[config.mk]
export PLATFORM = sky130hd
export DESIGN_NAME = smart_charger_smbus_control
export DESIGN_NICKNAME = d
export VERILOG_FILES = /design/src/logic/smbus_charger_pkg.sv /design/src/logic/smart_charger_smbus_control.sv
export SDC_FILE = /design/constraint.sdc
export NUM_CORES = 1
export LEC_CHECK = 0
export BUFFER_PORTS_ARGS = -buffer_cell sky130_fd_sc_hd__buf_2
export CAP_MARGIN = 30
export CORE_AREA = 5 5 100 102
export DETAILED_ROUTE_END_ITERATION = 10
export DIE_AREA = 0 0 105 107
export GPL_ROUTABILITY_DRIVEN = 0
export PLACE_DENSITY = 0.87
export REMOVE_ABC_BUFFERS = 1
export SLEW_MARGIN = 30
export SYNTH_ARGS = -nofsm -noshare
export SYNTH_HDL_FRONTEND = slang
export SYNTH_SLANG_ARGS = --single-unit
[constraint.sdc]
create_clock -name clk_sys_i -period 8.46 [get_ports clk_sys_i]
set_clock_uncertainty 0.05 [all_clocks]
set_input_delay 0.846 -clock clk_sys_i [delete_from_list [all_inputs] [get_ports clk_sys_i]]
set_output_delay 0.846 -clock clk_sys_i [all_outputs]
set_load 0.01 [all_outputs]
[src/logic/smbus_charger_pkg.sv]
`default_nettype none
package smbus_charger_pkg;
	// Slave address in its 8-bit write form; bit 0 carries the direction.
	localparam logic [7:0] DEV_ADDR_8   = 8'h12;
	localparam logic [7:0] CMD_SPEC     = 8'h11;
	localparam logic [7:0] CMD_MODE     = 8'h12;
	localparam logic [7:0] CMD_STATUS   = 8'h13;
	localparam logic [7:0] CMD_CURRENT  = 8'h14;
	localparam logic [7:0] CMD_VOLTAGE  = 8'h15;

	// Field positions of charge_control_word.
	localparam int MODE_INHIBIT_BIT  = 0;
	localparam int MODE_POR_BIT      = 3;
	localparam int MODE_OVERTEMP_HALT_CTL_BIT = 5;

	// Field positions of condition_flags_word.
	localparam int ST_ADAPTER_BIT = 15;
	localparam int ST_PRESENT_BIT = 14;
	localparam int ST_PFAIL_BIT   = 13;
	localparam int ST_ALARM_BIT   = 12;
	localparam int ST_HOT_BIT     = 11;
	localparam int ST_UR_BIT      = 10;
	localparam int ST_HALT_BIT    = 1;
	localparam int ST_INHIBIT_BIT = 0;

	// Setpoint scaling, in millivolts and milliamps.
	localparam logic [15:0] VOLT_MAX_MV  = 16'h4800;
	localparam logic [15:0] VOLT_MIN_MV  = 16'h0400;
	localparam logic [15:0] CURR_MAX_MA  = 16'h0BC0;
	localparam logic [15:0] CURR_MIN_MA  = 16'h0080;
	localparam logic [15:0] VOLT_RESET   = 16'h0000;
	localparam logic [15:0] CURR_RESET   = 16'h0000;
	localparam int          VDAC_LSB_POS = 4;
	localparam int          CDAC_LSB_POS = 6;
	localparam logic [10:0] VDAC_MAX     = 11'h480;
	localparam logic [5:0]  CDAC_MAX     = 6'h2F;
	localparam logic [5:0]  CDAC_MIN     = 6'h02;

	localparam logic [3:0] BITS_PER_BYTE = 4'h8;
	localparam logic [1:0] IDX_ADDR      = 2'h0;
	localparam logic [1:0] IDX_CMD       = 2'h1;
	localparam logic [1:0] IDX_LO        = 2'h2;
	localparam logic [1:0] IDX_HI        = 2'h3;

	// Positions of the comparator inputs in the synchroniser vector.
	localparam int CMP_ADAPTER = 0;
	localparam int CMP_PFAIL   = 1;
	localparam int CMP_PRESENT = 2;
	localparam int CMP_UV_LOW  = 3;
	localparam int CMP_UV_HIGH = 4;
	localparam int CMP_HOT     = 5;
	localparam int CMP_UR      = 6;
	localparam int CMP_ALARM   = 7;
	localparam int CMP_LUV     = 8;
	localparam int CMP_COUNT   = 9;

	typedef enum logic [2:0] {
		ST_IDLE,
		ST_RX,
		ST_ACK,
		ST_TX,
		ST_RACK,
		ST_IGNORE
	} smb_state_t;
endpackage
`default_nettype wire

[src/logic/smart_charger_smbus_control.sv]
`timescale 1ns/100ps
`default_nettype none
module smart_charger_smbus_control
	import smbus_charger_pkg::*;
#(
	// Revision code value is arbitrary.
	parameter logic [15:0] SPEC_REVISION_WORD = 16'h00A5
) (
	// Clock and reset
	input  wire logic        clk_sys_i,
	input  wire logic        rst_i,
	// SMBus pins
	input  wire logic        scl_i,
	input  wire logic        sda_i,
	output logic             sda_o,
	output logic             sda_oe_n_o,
	// Comparator flags
	input  wire logic        adapter_ok_flag_i,
	input  wire logic        power_fail_i,
	input  wire logic        pack_present_i,
	input  wire logic        pack_uv_low_i,
	input  wire logic        pack_uv_high_i,
	input  wire logic        pack_overtemp_i,
	input  wire logic        pack_sense_underrange_i,
	input  wire logic        alarm_event_i,
	input  wire logic        logic_uv_i,
	// Charger controls
	output logic             charge_en_o,
	output logic             source_switch_drive_o,
	output logic [10:0]      volt_dac_o,
	output logic [5:0]       curr_dac_o
);

	typedef struct packed {
		logic                 scl_s1;
		logic                 scl_s2;
		logic                 scl_d;
		logic                 sda_s1;
		logic                 sda_s2;
		logic                 sda_d;
		logic [CMP_COUNT-1:0] cmp_s1;
		logic [CMP_COUNT-1:0] cmp_s2;
		smb_state_t           st;
		logic [3:0]           bitcnt;
		logic [1:0]           idx;
		logic                 rd;
		logic                 cmd_ok;
		logic                 rack;
		logic [7:0]           shift;
		logic [7:0]           cmd;
		logic [7:0]           lo_byte;
		logic [7:0]           hi_tx;
		logic                 sda_drive;
		logic                 sda_level;
		logic                 sda_release;
		logic                 inhibit;
		logic                 overtemp_halt_ctl;
		logic [15:0]          cur_word;
		logic [15:0]          volt_word;
		logic                 uv_latch;
		logic                 ot_latch;
		logic                 alarm_latch;
		logic [10:0]          volt_dac;
		logic [5:0]           curr_dac;
		logic                 charge_en;
		logic                 src_sw;
	} state_t;

	localparam state_t STATE_RESET = '{
		st:        ST_IDLE,
		overtemp_halt_ctl:  1'b1,
		sda_release: 1'b1,
		cur_word:  CURR_RESET,
		volt_word: VOLT_RESET,
		volt_dac:  VDAC_MAX,
		curr_dac:  CDAC_MIN,
		default:   '0
	};

	state_t s_reg;
	state_t s_next;

	logic [15:0] status_word;
	logic [CMP_COUNT-1:0] cmp_raw;

	assign cmp_raw = {logic_uv_i, alarm_event_i, pack_sense_underrange_i, pack_overtemp_i,
			pack_uv_high_i, pack_uv_low_i, pack_present_i, power_fail_i, adapter_ok_flag_i};

	always_comb begin
		status_word = 16'h0000;
		status_word[ST_ADAPTER_BIT] = s_reg.cmp_s2[CMP_ADAPTER];
		status_word[ST_PRESENT_BIT] = s_reg.cmp_s2[CMP_PRESENT];
		status_word[ST_PFAIL_BIT]   = s_reg.cmp_s2[CMP_PFAIL];
		status_word[ST_ALARM_BIT]   = s_reg.alarm_latch;
		status_word[ST_HOT_BIT]     = s_reg.ot_latch;
		status_word[ST_UR_BIT]      = s_reg.cmp_s2[CMP_UR];
		status_word[ST_HALT_BIT]    = s_reg.overtemp_halt_ctl;
		status_word[ST_INHIBIT_BIT] = s_reg.inhibit;
	end

	always_comb begin
		logic        scl_rise;
		logic        scl_fall;
		logic        start_cond;
		logic        stop_cond;
		logic        acc;
		logic        write_go;
		logic        present;
		logic        rd_cmd;
		logic [15:0] rd_word;
		logic [10:0] vcode;
		logic [5:0]  ccode;
		state_t      rv;
		scl_rise   = 1'b0;
		scl_fall   = 1'b0;
		start_cond = 1'b0;
		stop_cond  = 1'b0;
		acc        = 1'b0;
		write_go   = 1'b0;
		present    = 1'b0;
		rd_cmd     = 1'b0;
		rd_word    = 16'h0000;
		vcode      = 11'h000;
		ccode      = 6'h00;
		rv         = STATE_RESET;
		s_next     = s_reg;

		// Pins pass two flops; edge detection compares the second stage with a delayed copy of it.
		s_next.scl_s1 = scl_i;
		s_next.scl_s2 = s_reg.scl_s1;
		s_next.scl_d  = s_reg.scl_s2;
		s_next.sda_s1 = sda_i;
		s_next.sda_s2 = s_reg.sda_s1;
		s_next.sda_d  = s_reg.sda_s2;
		s_next.cmp_s1 = cmp_raw;
		s_next.cmp_s2 = s_reg.cmp_s1;

		scl_rise   = s_reg.scl_s2 && !s_reg.scl_d;
		scl_fall   = !s_reg.scl_s2 && s_reg.scl_d;
		start_cond = s_reg.scl_s2 && s_reg.scl_d && !s_reg.sda_s2 && s_reg.sda_d;
		stop_cond  = s_reg.scl_s2 && s_reg.scl_d && s_reg.sda_s2 && !s_reg.sda_d;
		present    = s_reg.cmp_s2[CMP_PRESENT];
		rd_cmd     = (s_reg.cmd == CMD_SPEC) || (s_reg.cmd == CMD_STATUS);
		rd_word    = (s_reg.cmd == CMD_SPEC) ? SPEC_REVISION_WORD : status_word;

		// Bus engine: it only ever drives SDA low for an acknowledge or a data bit.
		case (s_reg.st)
			ST_IDLE: begin
			end
			ST_RX: begin
				if (scl_rise) begin
					s_next.shift  = {s_reg.shift[6:0], s_reg.sda_s2};
					s_next.bitcnt = s_reg.bitcnt + 4'h1;
				end else if (scl_fall && s_reg.bitcnt == BITS_PER_BYTE) begin
					s_next.bitcnt = 4'h0;
					case (s_reg.idx)
						IDX_ADDR: begin
							acc = (s_reg.shift[7:1] == DEV_ADDR_8[7:1]) &&
								(!s_reg.shift[0] || (s_reg.cmd_ok && rd_cmd));
							s_next.rd = s_reg.shift[0];
						end
						IDX_CMD: begin
							acc = (s_reg.shift == CMD_SPEC) || (s_reg.shift == CMD_MODE) ||
								(s_reg.shift == CMD_STATUS) || (s_reg.shift == CMD_CURRENT) ||
								(s_reg.shift == CMD_VOLTAGE);
							s_next.cmd    = s_reg.shift;
							s_next.cmd_ok = acc;
						end
						IDX_LO: begin
							acc            = 1'b1;
							s_next.lo_byte = s_reg.shift;
						end
						default: begin
							acc = 1'b1;
						end
					endcase
					s_next.st        = acc ? ST_ACK : ST_IGNORE;
					s_next.sda_drive = acc;
				end
			end
			ST_ACK: begin
				if (scl_fall) begin
					s_next.sda_drive = 1'b0;
					if (s_reg.rd) begin
						// Low byte first, MSB first within each byte.
						s_next.shift     = rd_word[7:0];
						s_next.hi_tx     = rd_word[15:8];
						s_next.sda_drive = !rd_word[7];
						s_next.idx       = IDX_LO;
						s_next.st        = ST_TX;
					end else if (s_reg.idx == IDX_HI) begin
						write_go  = 1'b1;
						s_next.st = ST_IGNORE;
					end else begin
						s_next.idx = s_reg.idx + 2'h1;
						s_next.st  = ST_RX;
					end
				end
			end
			ST_TX: begin
				if (scl_rise) begin
					s_next.bitcnt = s_reg.bitcnt + 4'h1;
				end else if (scl_fall) begin
					if (s_reg.bitcnt == BITS_PER_BYTE) begin
						s_next.bitcnt    = 4'h0;
						s_next.sda_drive = 1'b0;
						s_next.st        = ST_RACK;
					end else begin
						s_next.shift     = {s_reg.shift[6:0], 1'b0};
						s_next.sda_drive = !s_reg.shift[6];
					end
				end
			end
			ST_RACK: begin
				if (scl_rise) begin
					s_next.rack = !s_reg.sda_s2;
				end else if (scl_fall) begin
					if (s_reg.rack && s_reg.idx == IDX_LO) begin
						s_next.shift     = s_reg.hi_tx;
						s_next.sda_drive = !s_reg.hi_tx[7];
						s_next.idx       = IDX_HI;
						s_next.st        = ST_TX;
					end else begin
						s_next.st = ST_IGNORE;
					end
				end
			end
			ST_IGNORE: begin
			end
			default: begin
				s_next.st = ST_IDLE;
			end
		endcase

		// A repeated start keeps the command byte so a read can follow it.
		if (stop_cond) begin
			s_next.st        = ST_IDLE;
			s_next.sda_drive = 1'b0;
			s_next.cmd_ok    = 1'b0;
		end
		if (start_cond) begin
			s_next.st        = ST_RX;
			s_next.bitcnt    = 4'h0;
			s_next.idx       = IDX_ADDR;
			s_next.sda_drive = 1'b0;
		end

		// Register writes, committed after the high byte is acknowledged.
		if (write_go) begin
			case (s_reg.cmd)
				CMD_MODE: begin
					s_next.inhibit  = s_reg.lo_byte[MODE_INHIBIT_BIT];
					s_next.overtemp_halt_ctl = s_reg.lo_byte[MODE_OVERTEMP_HALT_CTL_BIT];
					if (s_reg.lo_byte[MODE_POR_BIT]) begin
						s_next.inhibit     = 1'b0;
						s_next.overtemp_halt_ctl    = 1'b1;
						s_next.cur_word    = CURR_RESET;
						s_next.volt_word   = VOLT_RESET;
						s_next.ot_latch    = 1'b0;
						s_next.alarm_latch = 1'b0;
					end
				end
				CMD_CURRENT: begin
					s_next.cur_word    = {s_reg.shift, s_reg.lo_byte};
					s_next.alarm_latch = 1'b0;
				end
				CMD_VOLTAGE: begin
					s_next.volt_word   = {s_reg.shift, s_reg.lo_byte};
					s_next.alarm_latch = 1'b0;
				end
				default: begin
				end
			endcase
		end

		if (!present) begin
			s_next.inhibit     = 1'b0;
			s_next.overtemp_halt_ctl    = 1'b1;
			s_next.cur_word    = CURR_RESET;
			s_next.volt_word   = VOLT_RESET;
			s_next.ot_latch    = 1'b0;
			s_next.alarm_latch = 1'b0;
		end

		// Latch sets come last so an event in a clearing cycle survives.
		if (present && s_reg.cmp_s2[CMP_HOT]) begin
			s_next.ot_latch = 1'b1;
		end
		if (present && s_reg.cmp_s2[CMP_ALARM]) begin
			s_next.alarm_latch = 1'b1;
		end
		if (s_reg.cmp_s2[CMP_UV_LOW]) begin
			s_next.uv_latch = 1'b1;
		end else if (s_reg.cmp_s2[CMP_UV_HIGH]) begin
			s_next.uv_latch = 1'b0;
		end

		// DAC codes; stored setpoints are never rewritten by a clamp or cap.
		vcode = (s_reg.volt_word >= VOLT_MAX_MV) ? VDAC_MAX :
			s_reg.volt_word[VDAC_LSB_POS +: 11];
		ccode = (s_reg.cur_word > CURR_MAX_MA) ? CDAC_MAX :
			s_reg.cur_word[CDAC_LSB_POS +: 6];
		if (s_reg.uv_latch && ccode > CDAC_MIN) begin
			ccode = CDAC_MIN;
		end
		s_next.src_sw = !s_reg.cmp_s2[CMP_PFAIL];
		if (present) begin
			s_next.volt_dac  = vcode;
			s_next.curr_dac  = ccode;
			s_next.charge_en = s_reg.cmp_s2[CMP_ADAPTER] && !s_reg.cmp_s2[CMP_PFAIL] &&
				!s_reg.inhibit && (s_reg.volt_word >= VOLT_MIN_MV) &&
				(s_reg.cur_word >= CURR_MIN_MA) &&
				!(s_reg.ot_latch && s_reg.overtemp_halt_ctl);
		end else begin
			s_next.volt_dac  = VDAC_MAX;
			s_next.curr_dac  = CDAC_MIN;
			s_next.charge_en = s_reg.cmp_s2[CMP_ADAPTER] && !s_reg.cmp_s2[CMP_PFAIL];
		end

		// Logic undervoltage holds everything but the synchronisers and the source switch drive at defaults.
		if (s_reg.cmp_s2[CMP_LUV]) begin
			rv.scl_s1 = s_next.scl_s1;
			rv.scl_s2 = s_next.scl_s2;
			rv.scl_d  = s_next.scl_d;
			rv.sda_s1 = s_next.sda_s1;
			rv.sda_s2 = s_next.sda_s2;
			rv.sda_d  = s_next.sda_d;
			rv.cmp_s1 = s_next.cmp_s1;
			rv.cmp_s2 = s_next.cmp_s2;
			rv.src_sw = s_next.src_sw;
			s_next    = rv;
		end

		// The pin enable keeps a flop of its own so the output has no gate after it.
		s_next.sda_release = !s_next.sda_drive;
	end

	always_ff @(posedge clk_sys_i or posedge rst_i) begin
		if (rst_i) begin
			s_reg <= STATE_RESET;
		end else begin
			s_reg <= s_next;
		end
	end

	assign sda_o                 = s_reg.sda_level;
	assign sda_oe_n_o            = s_reg.sda_release;
	assign charge_en_o           = s_reg.charge_en;
	assign source_switch_drive_o = s_reg.src_sw;
	assign volt_dac_o            = s_reg.volt_dac;
	assign curr_dac_o            = s_reg.curr_dac;

	a_pfail_switch_off: assert property (@(posedge clk_sys_i) disable iff (rst_i)
		s_reg.cmp_s2[CMP_PFAIL] |=> !source_switch_drive_o)
		else $error("source switch on during power fail");

	a_absent_regs_reset: assert property (@(posedge clk_sys_i) disable iff (rst_i)
		!s_reg.cmp_s2[CMP_PRESENT] |=> (s_reg.cur_word == CURR_RESET) &&
		(s_reg.volt_word == VOLT_RESET) && s_reg.overtemp_halt_ctl)
		else $error("command registers not reset without battery");

	a_absent_dac_forced: assert property (@(posedge clk_sys_i) disable iff (rst_i)
		!s_reg.cmp_s2[CMP_PRESENT] && !s_reg.cmp_s2[CMP_LUV] |=>
		(volt_dac_o == VDAC_MAX) && (curr_dac_o == CDAC_MIN))
		else $error("no-battery regulation point wrong");

	a_uv_current_cap: assert property (@(posedge clk_sys_i) disable iff (rst_i)
		s_reg.uv_latch && $past(s_reg.uv_latch) |-> curr_dac_o <= CDAC_MIN)
		else $error("current not capped in undervoltage");

	a_luv_quiet_bus: assert property (@(posedge clk_sys_i) disable iff (rst_i)
		s_reg.cmp_s2[CMP_LUV] |=> !charge_en_o && sda_oe_n_o && (s_reg.st == ST_IDLE))
		else $error("activity during logic undervoltage");

	a_slave_drive_only: assert property (@(posedge clk_sys_i) disable iff (rst_i)
		!sda_oe_n_o |-> (s_reg.st == ST_ACK) || (s_reg.st == ST_TX))
		else $error("sda driven outside ack or data phase");

	a_address_match: assert property (@(posedge clk_sys_i) disable iff (rst_i)
		(s_reg.st == ST_ACK) && (s_reg.idx == IDX_ADDR) && !sda_oe_n_o |->
		s_reg.shift[7:1] == DEV_ADDR_8[7:1])
		else $error("acknowledged a foreign address");

	a_volt_clamp: assert property (@(posedge clk_sys_i) disable iff (rst_i)
		s_reg.cmp_s2[CMP_PRESENT] && !s_reg.cmp_s2[CMP_LUV] &&
		(s_reg.volt_word >= VOLT_MAX_MV) |=> volt_dac_o == VDAC_MAX)
		else $error("voltage code not clamped");

	a_curr_clamp: assert property (@(posedge clk_sys_i) disable iff (rst_i)
		s_reg.cmp_s2[CMP_PRESENT] && !s_reg.cmp_s2[CMP_LUV] && !s_reg.uv_latch &&
		(s_reg.cur_word > CURR_MAX_MA) |=> curr_dac_o == CDAC_MAX)
		else $error("current code not clamped");

	a_alarm_clear_write: assert property (@(posedge clk_sys_i) disable iff (rst_i)
		(s_reg.st == ST_ACK) && !s_reg.rd && (s_reg.idx == IDX_HI) &&
		((s_reg.cmd == CMD_CURRENT) || (s_reg.cmd == CMD_VOLTAGE)) &&
		(!s_reg.scl_s2 && s_reg.scl_d) && !s_reg.cmp_s2[CMP_ALARM] |=> !s_reg.alarm_latch)
		else $error("alarm latch kept after setpoint write");

endmodule
`default_nettype wire

==> results.md <==
* Status: completed
* Drt first pass iters at 6
* Final hold vios at 0
* Fin Hold WS at 0.2958 ns
* Initial DRC Count at 298
* Core area at 0.009021 mm²
* Vias in the first global route at 3683
* Seq cells post-synth at 120
* Starting Density at 0.5822
* Total GRT Usage at 0.2063
* TritonCTS clock tree: done
* Internal reg-to-reg setup slack at 6.04 ns
* Max Fclk at 0.4141 GHz
* Synth warn at 0
* Gr ovfl total at 0
* Crit path arrival time at 2.82 ns
* Synth cell types at 62
* Initial antenna violation count at 0
* Fin. max-slew vios at 0
* # DRC at 0
* Syn avg cell area at 11.27 µm²
* Chip width at 105 µm
* Setup CP Type: reg -> reg
* Clock slew at the register clock pins of the worst setup and hold paths at 0.06 ns
* First-pass GRT wire length at 18.43 mm
* Hold Path Depth at 0
* Hold Path Class: reg -> reg
* IO Port Bufs at 32
* Post-synth design cell area at 0.005253 mm²
* Fin crit period at 2.415 ns
* Clk buf depth at 2
* Largest net degree at the start of global routing at 68
* Vias per cell at 6.199
* Layout cells sized above 1 at 0.1874
* Worst-Margin Slew at 0.8323 ns
* Post-synth EDFFs at 0
* # hold bufs at CTS at 0
* Worst Path Required at 8.87 ns
* Syn Inst Count at 466
* Pre-CTS WS at 5.735 ns
* H-tree levels at 4
* Worst setup margin at 6.045 ns
* Max-cap violation count at 0
* PD cells at 217.2 mW/mm²
* Crit path cell chain: nor3b_4 > nand3_1 > a21oi_2 > o31a_1 > o221a_2
* Crit-path slowest cell: dfrtp_1
* Clk sink count at 120
* Setup bufs post-CTS at 0
* RSZ-0062 raised after global routing: false
* Leak at 2.774 nW
* CTS buffer count at 17
* Chip height at 107 µm
* Hold endpoint: s_reg[110]$_DFF_PP0_
* Setup TNS Final at 0 ns
* Row Count at 35
* Die area at 0.01124 mm²
* Sequential share of the synthesized area at 0.5729
* Most used flip-flop cell after synthesis: dfrtp_1
* Worst-case reg-to-reg path depth at 5
* Fin nets at 498
* Crit-path max FO at 14
* P&R area growth vs syn at 12.34%
* Antenna Violating Nets Remaining at 0
* Synth async-reset ratio at 1.000
* Endpoint class of the critical path: flip-flop
* R2r endpoint: s_reg[58]$_DFF_PP0_
* ANT cells at 0
* Max FFs per register at 100
* Dpl hpwl at 7.252 mm
* Crit-path max cell delay at 0.59 ns
* IO Pins at 34
* Routed WL per cell at 18.68 µm
* Worst skew pair latency at 0.52 ns
* CTS root buffer: clkbuf_8
* Via count at 3732
* Final WL at 11.25 mm
* Max rail drop VDD at 152.0 µV
* CP Launch Type: flip-flop
* Reg2reg start: s_reg[101]$_DFFE_PP0P_
* Worst Min Path Start: s_reg[119]$_DFF_PP0_
* Crit share post-route at 0.2855
* Setup crit start: s_reg[101]$_DFFE_PP0P_
* Final setup viols at 0
* Max_slew headroom at 0.4418
* Post-cts resize count at 0
==> Yosys cell counts, drive strengths merged, types with 2 or more instances <==
cell | n | area (µm²)
nand2b | 8 | 50.05
or3 | 2 | 12.51
clkbuf | 13 | 48.80
a311o | 2 | 20.02
a22o | 28 | 245.2
a22oi | 10 | 75.07
nand4 | 5 | 31.28
nand3b | 3 | 22.52
o21a | 4 | 30.03
a21oi | 15 | 78.83
inv | 12 | 45.04
a211oi | 13 | 97.59
and2 | 9 | 56.30
and3 | 3 | 18.77
o2bb2ai | 2 | 17.52
a31o | 2 | 17.52
or2 | 2 | 12.51
o21ai | 23 | 115.1
dfstp | 5 | 131.4
ha | 6 | 75.07
nand2 | 20 | 75.07
and4b | 2 | 20.02
mux2i | 17 | 170.2
or3b | 2 | 17.52
nor2b | 6 | 37.54
nand4b | 3 | 26.28
buf | 27 | 193.9
o221a | 2 | 22.52
a31oi | 5 | 31.28
nor2 | 52 | 202.7
nand3 | 9 | 50.05
dfrtp | 115 | 2878
nor3 | 5 | 30.03
a221oi | 3 | 26.28
nor4 | 6 | 37.54
o211a | 2 | 20.02
nor3b | 7 | 63.81
==> per-stage QoR <==
| stage | util | cell area [µm²] | instances | total power, mW |
|---|---|---|---|---|
| detailed placement | 0.5915 | 5336 | 571 | 0.6336 |
| finish | 0.6541 | 5901 | 602 | 1.282 |
| global placement | 0.5904 | 5326 | 571 | 0.6318 |
| floorplan | - | 5010 | 426 | 0.6195 |
| global route | 0.6541 | 5901 | 602 | 1.323 |
| CTS | 0.6528 | 5889 | 602 | 1.290 |
==> final cells by class <==
type | count | area (µm²)
multi-input combinational | 294 | 1977
tap | 111 | 138.9
clock inverter | 13 | 125.1
clock buffer | 18 | 427.9
inverter | 12 | 47.55
timing repair buffer | 34 | 175.2
fill | 664 | 3120
sequential | 120 | 3009
==> where the power goes <==
| group | switching [mW] | internal [mW] | total [mW] |
|---|---|---|---|
| clock network | 0.261 | 0.398 | 0.658 |
| registers | 0.00513 | 0.583 | 0.588 |
| logic | 0.0261 | 0.00883 | 0.0349 |
==> per-layer routing <==
| metal | GRT usage | vias up | share of wire |
|---|---|---|---|
| li1 | - | 1701 | - |
| met1 | 0.2577 | 1829 | 0.42 |
| met2 | 0.3377 | 159 | 0.49 |
| met3 | 0.05358 | 43 | 0.062 |
| met4 | 0.09406 | 0 | 0.033 |
| met5 | 0 | - | 0 |
==> logic make-up after synthesis <==
logic type,after synthesis,share of synthesized area
simple gates,147,0.1520
compound gates,121,0.1696
flops,120,0.5729
buf+inv,52,0.05479
mux,17,0.03240
fa+ha+maj,6,0.01429
xor+xnor,2,0.003336
other cells,1,0.0007139
==> placed cells by master, fill, tap and decap left out, types with 6 or more instances in the layout <==
master and instances:
nand2_1 20, nand2b_1 8, clkbuf_16 16, and2_1 9, a22o_1 28, inv_1 11, o21ai_0 21, buf_2 32
clkinv_4 6, nor2b_1 6, ha_1 6, nor2_1 50, nand3_1 8, dfrtp_1 115, mux2i_1 17, a211oi_1 13
a22oi_1 10, nor4_1 6, a21oi_1 13
==> critical path, delay by kind of cell, from the launching register on <==
kind	cells	cell delay, ns
AOI/OAI and AO/OA	3	0.87
DFF	1	0.59
and+or+nand+nor	2	0.84
==> worst max path at each step <==
stage,endpoint
finish,s_reg[58]$_DFF_PP0_
global placement,s_reg[95]$_DFFE_PP0P_
detailed placement,s_reg[86]$_DFFE_PP0P_
floorplan,charge_en_o$_DFF_PP0_
global route,s_reg[86]$_DFFE_PP0P_
CTS,s_reg[86]$_DFFE_PP0P_
Note: power is estimated with default switching activity, not from simulation.
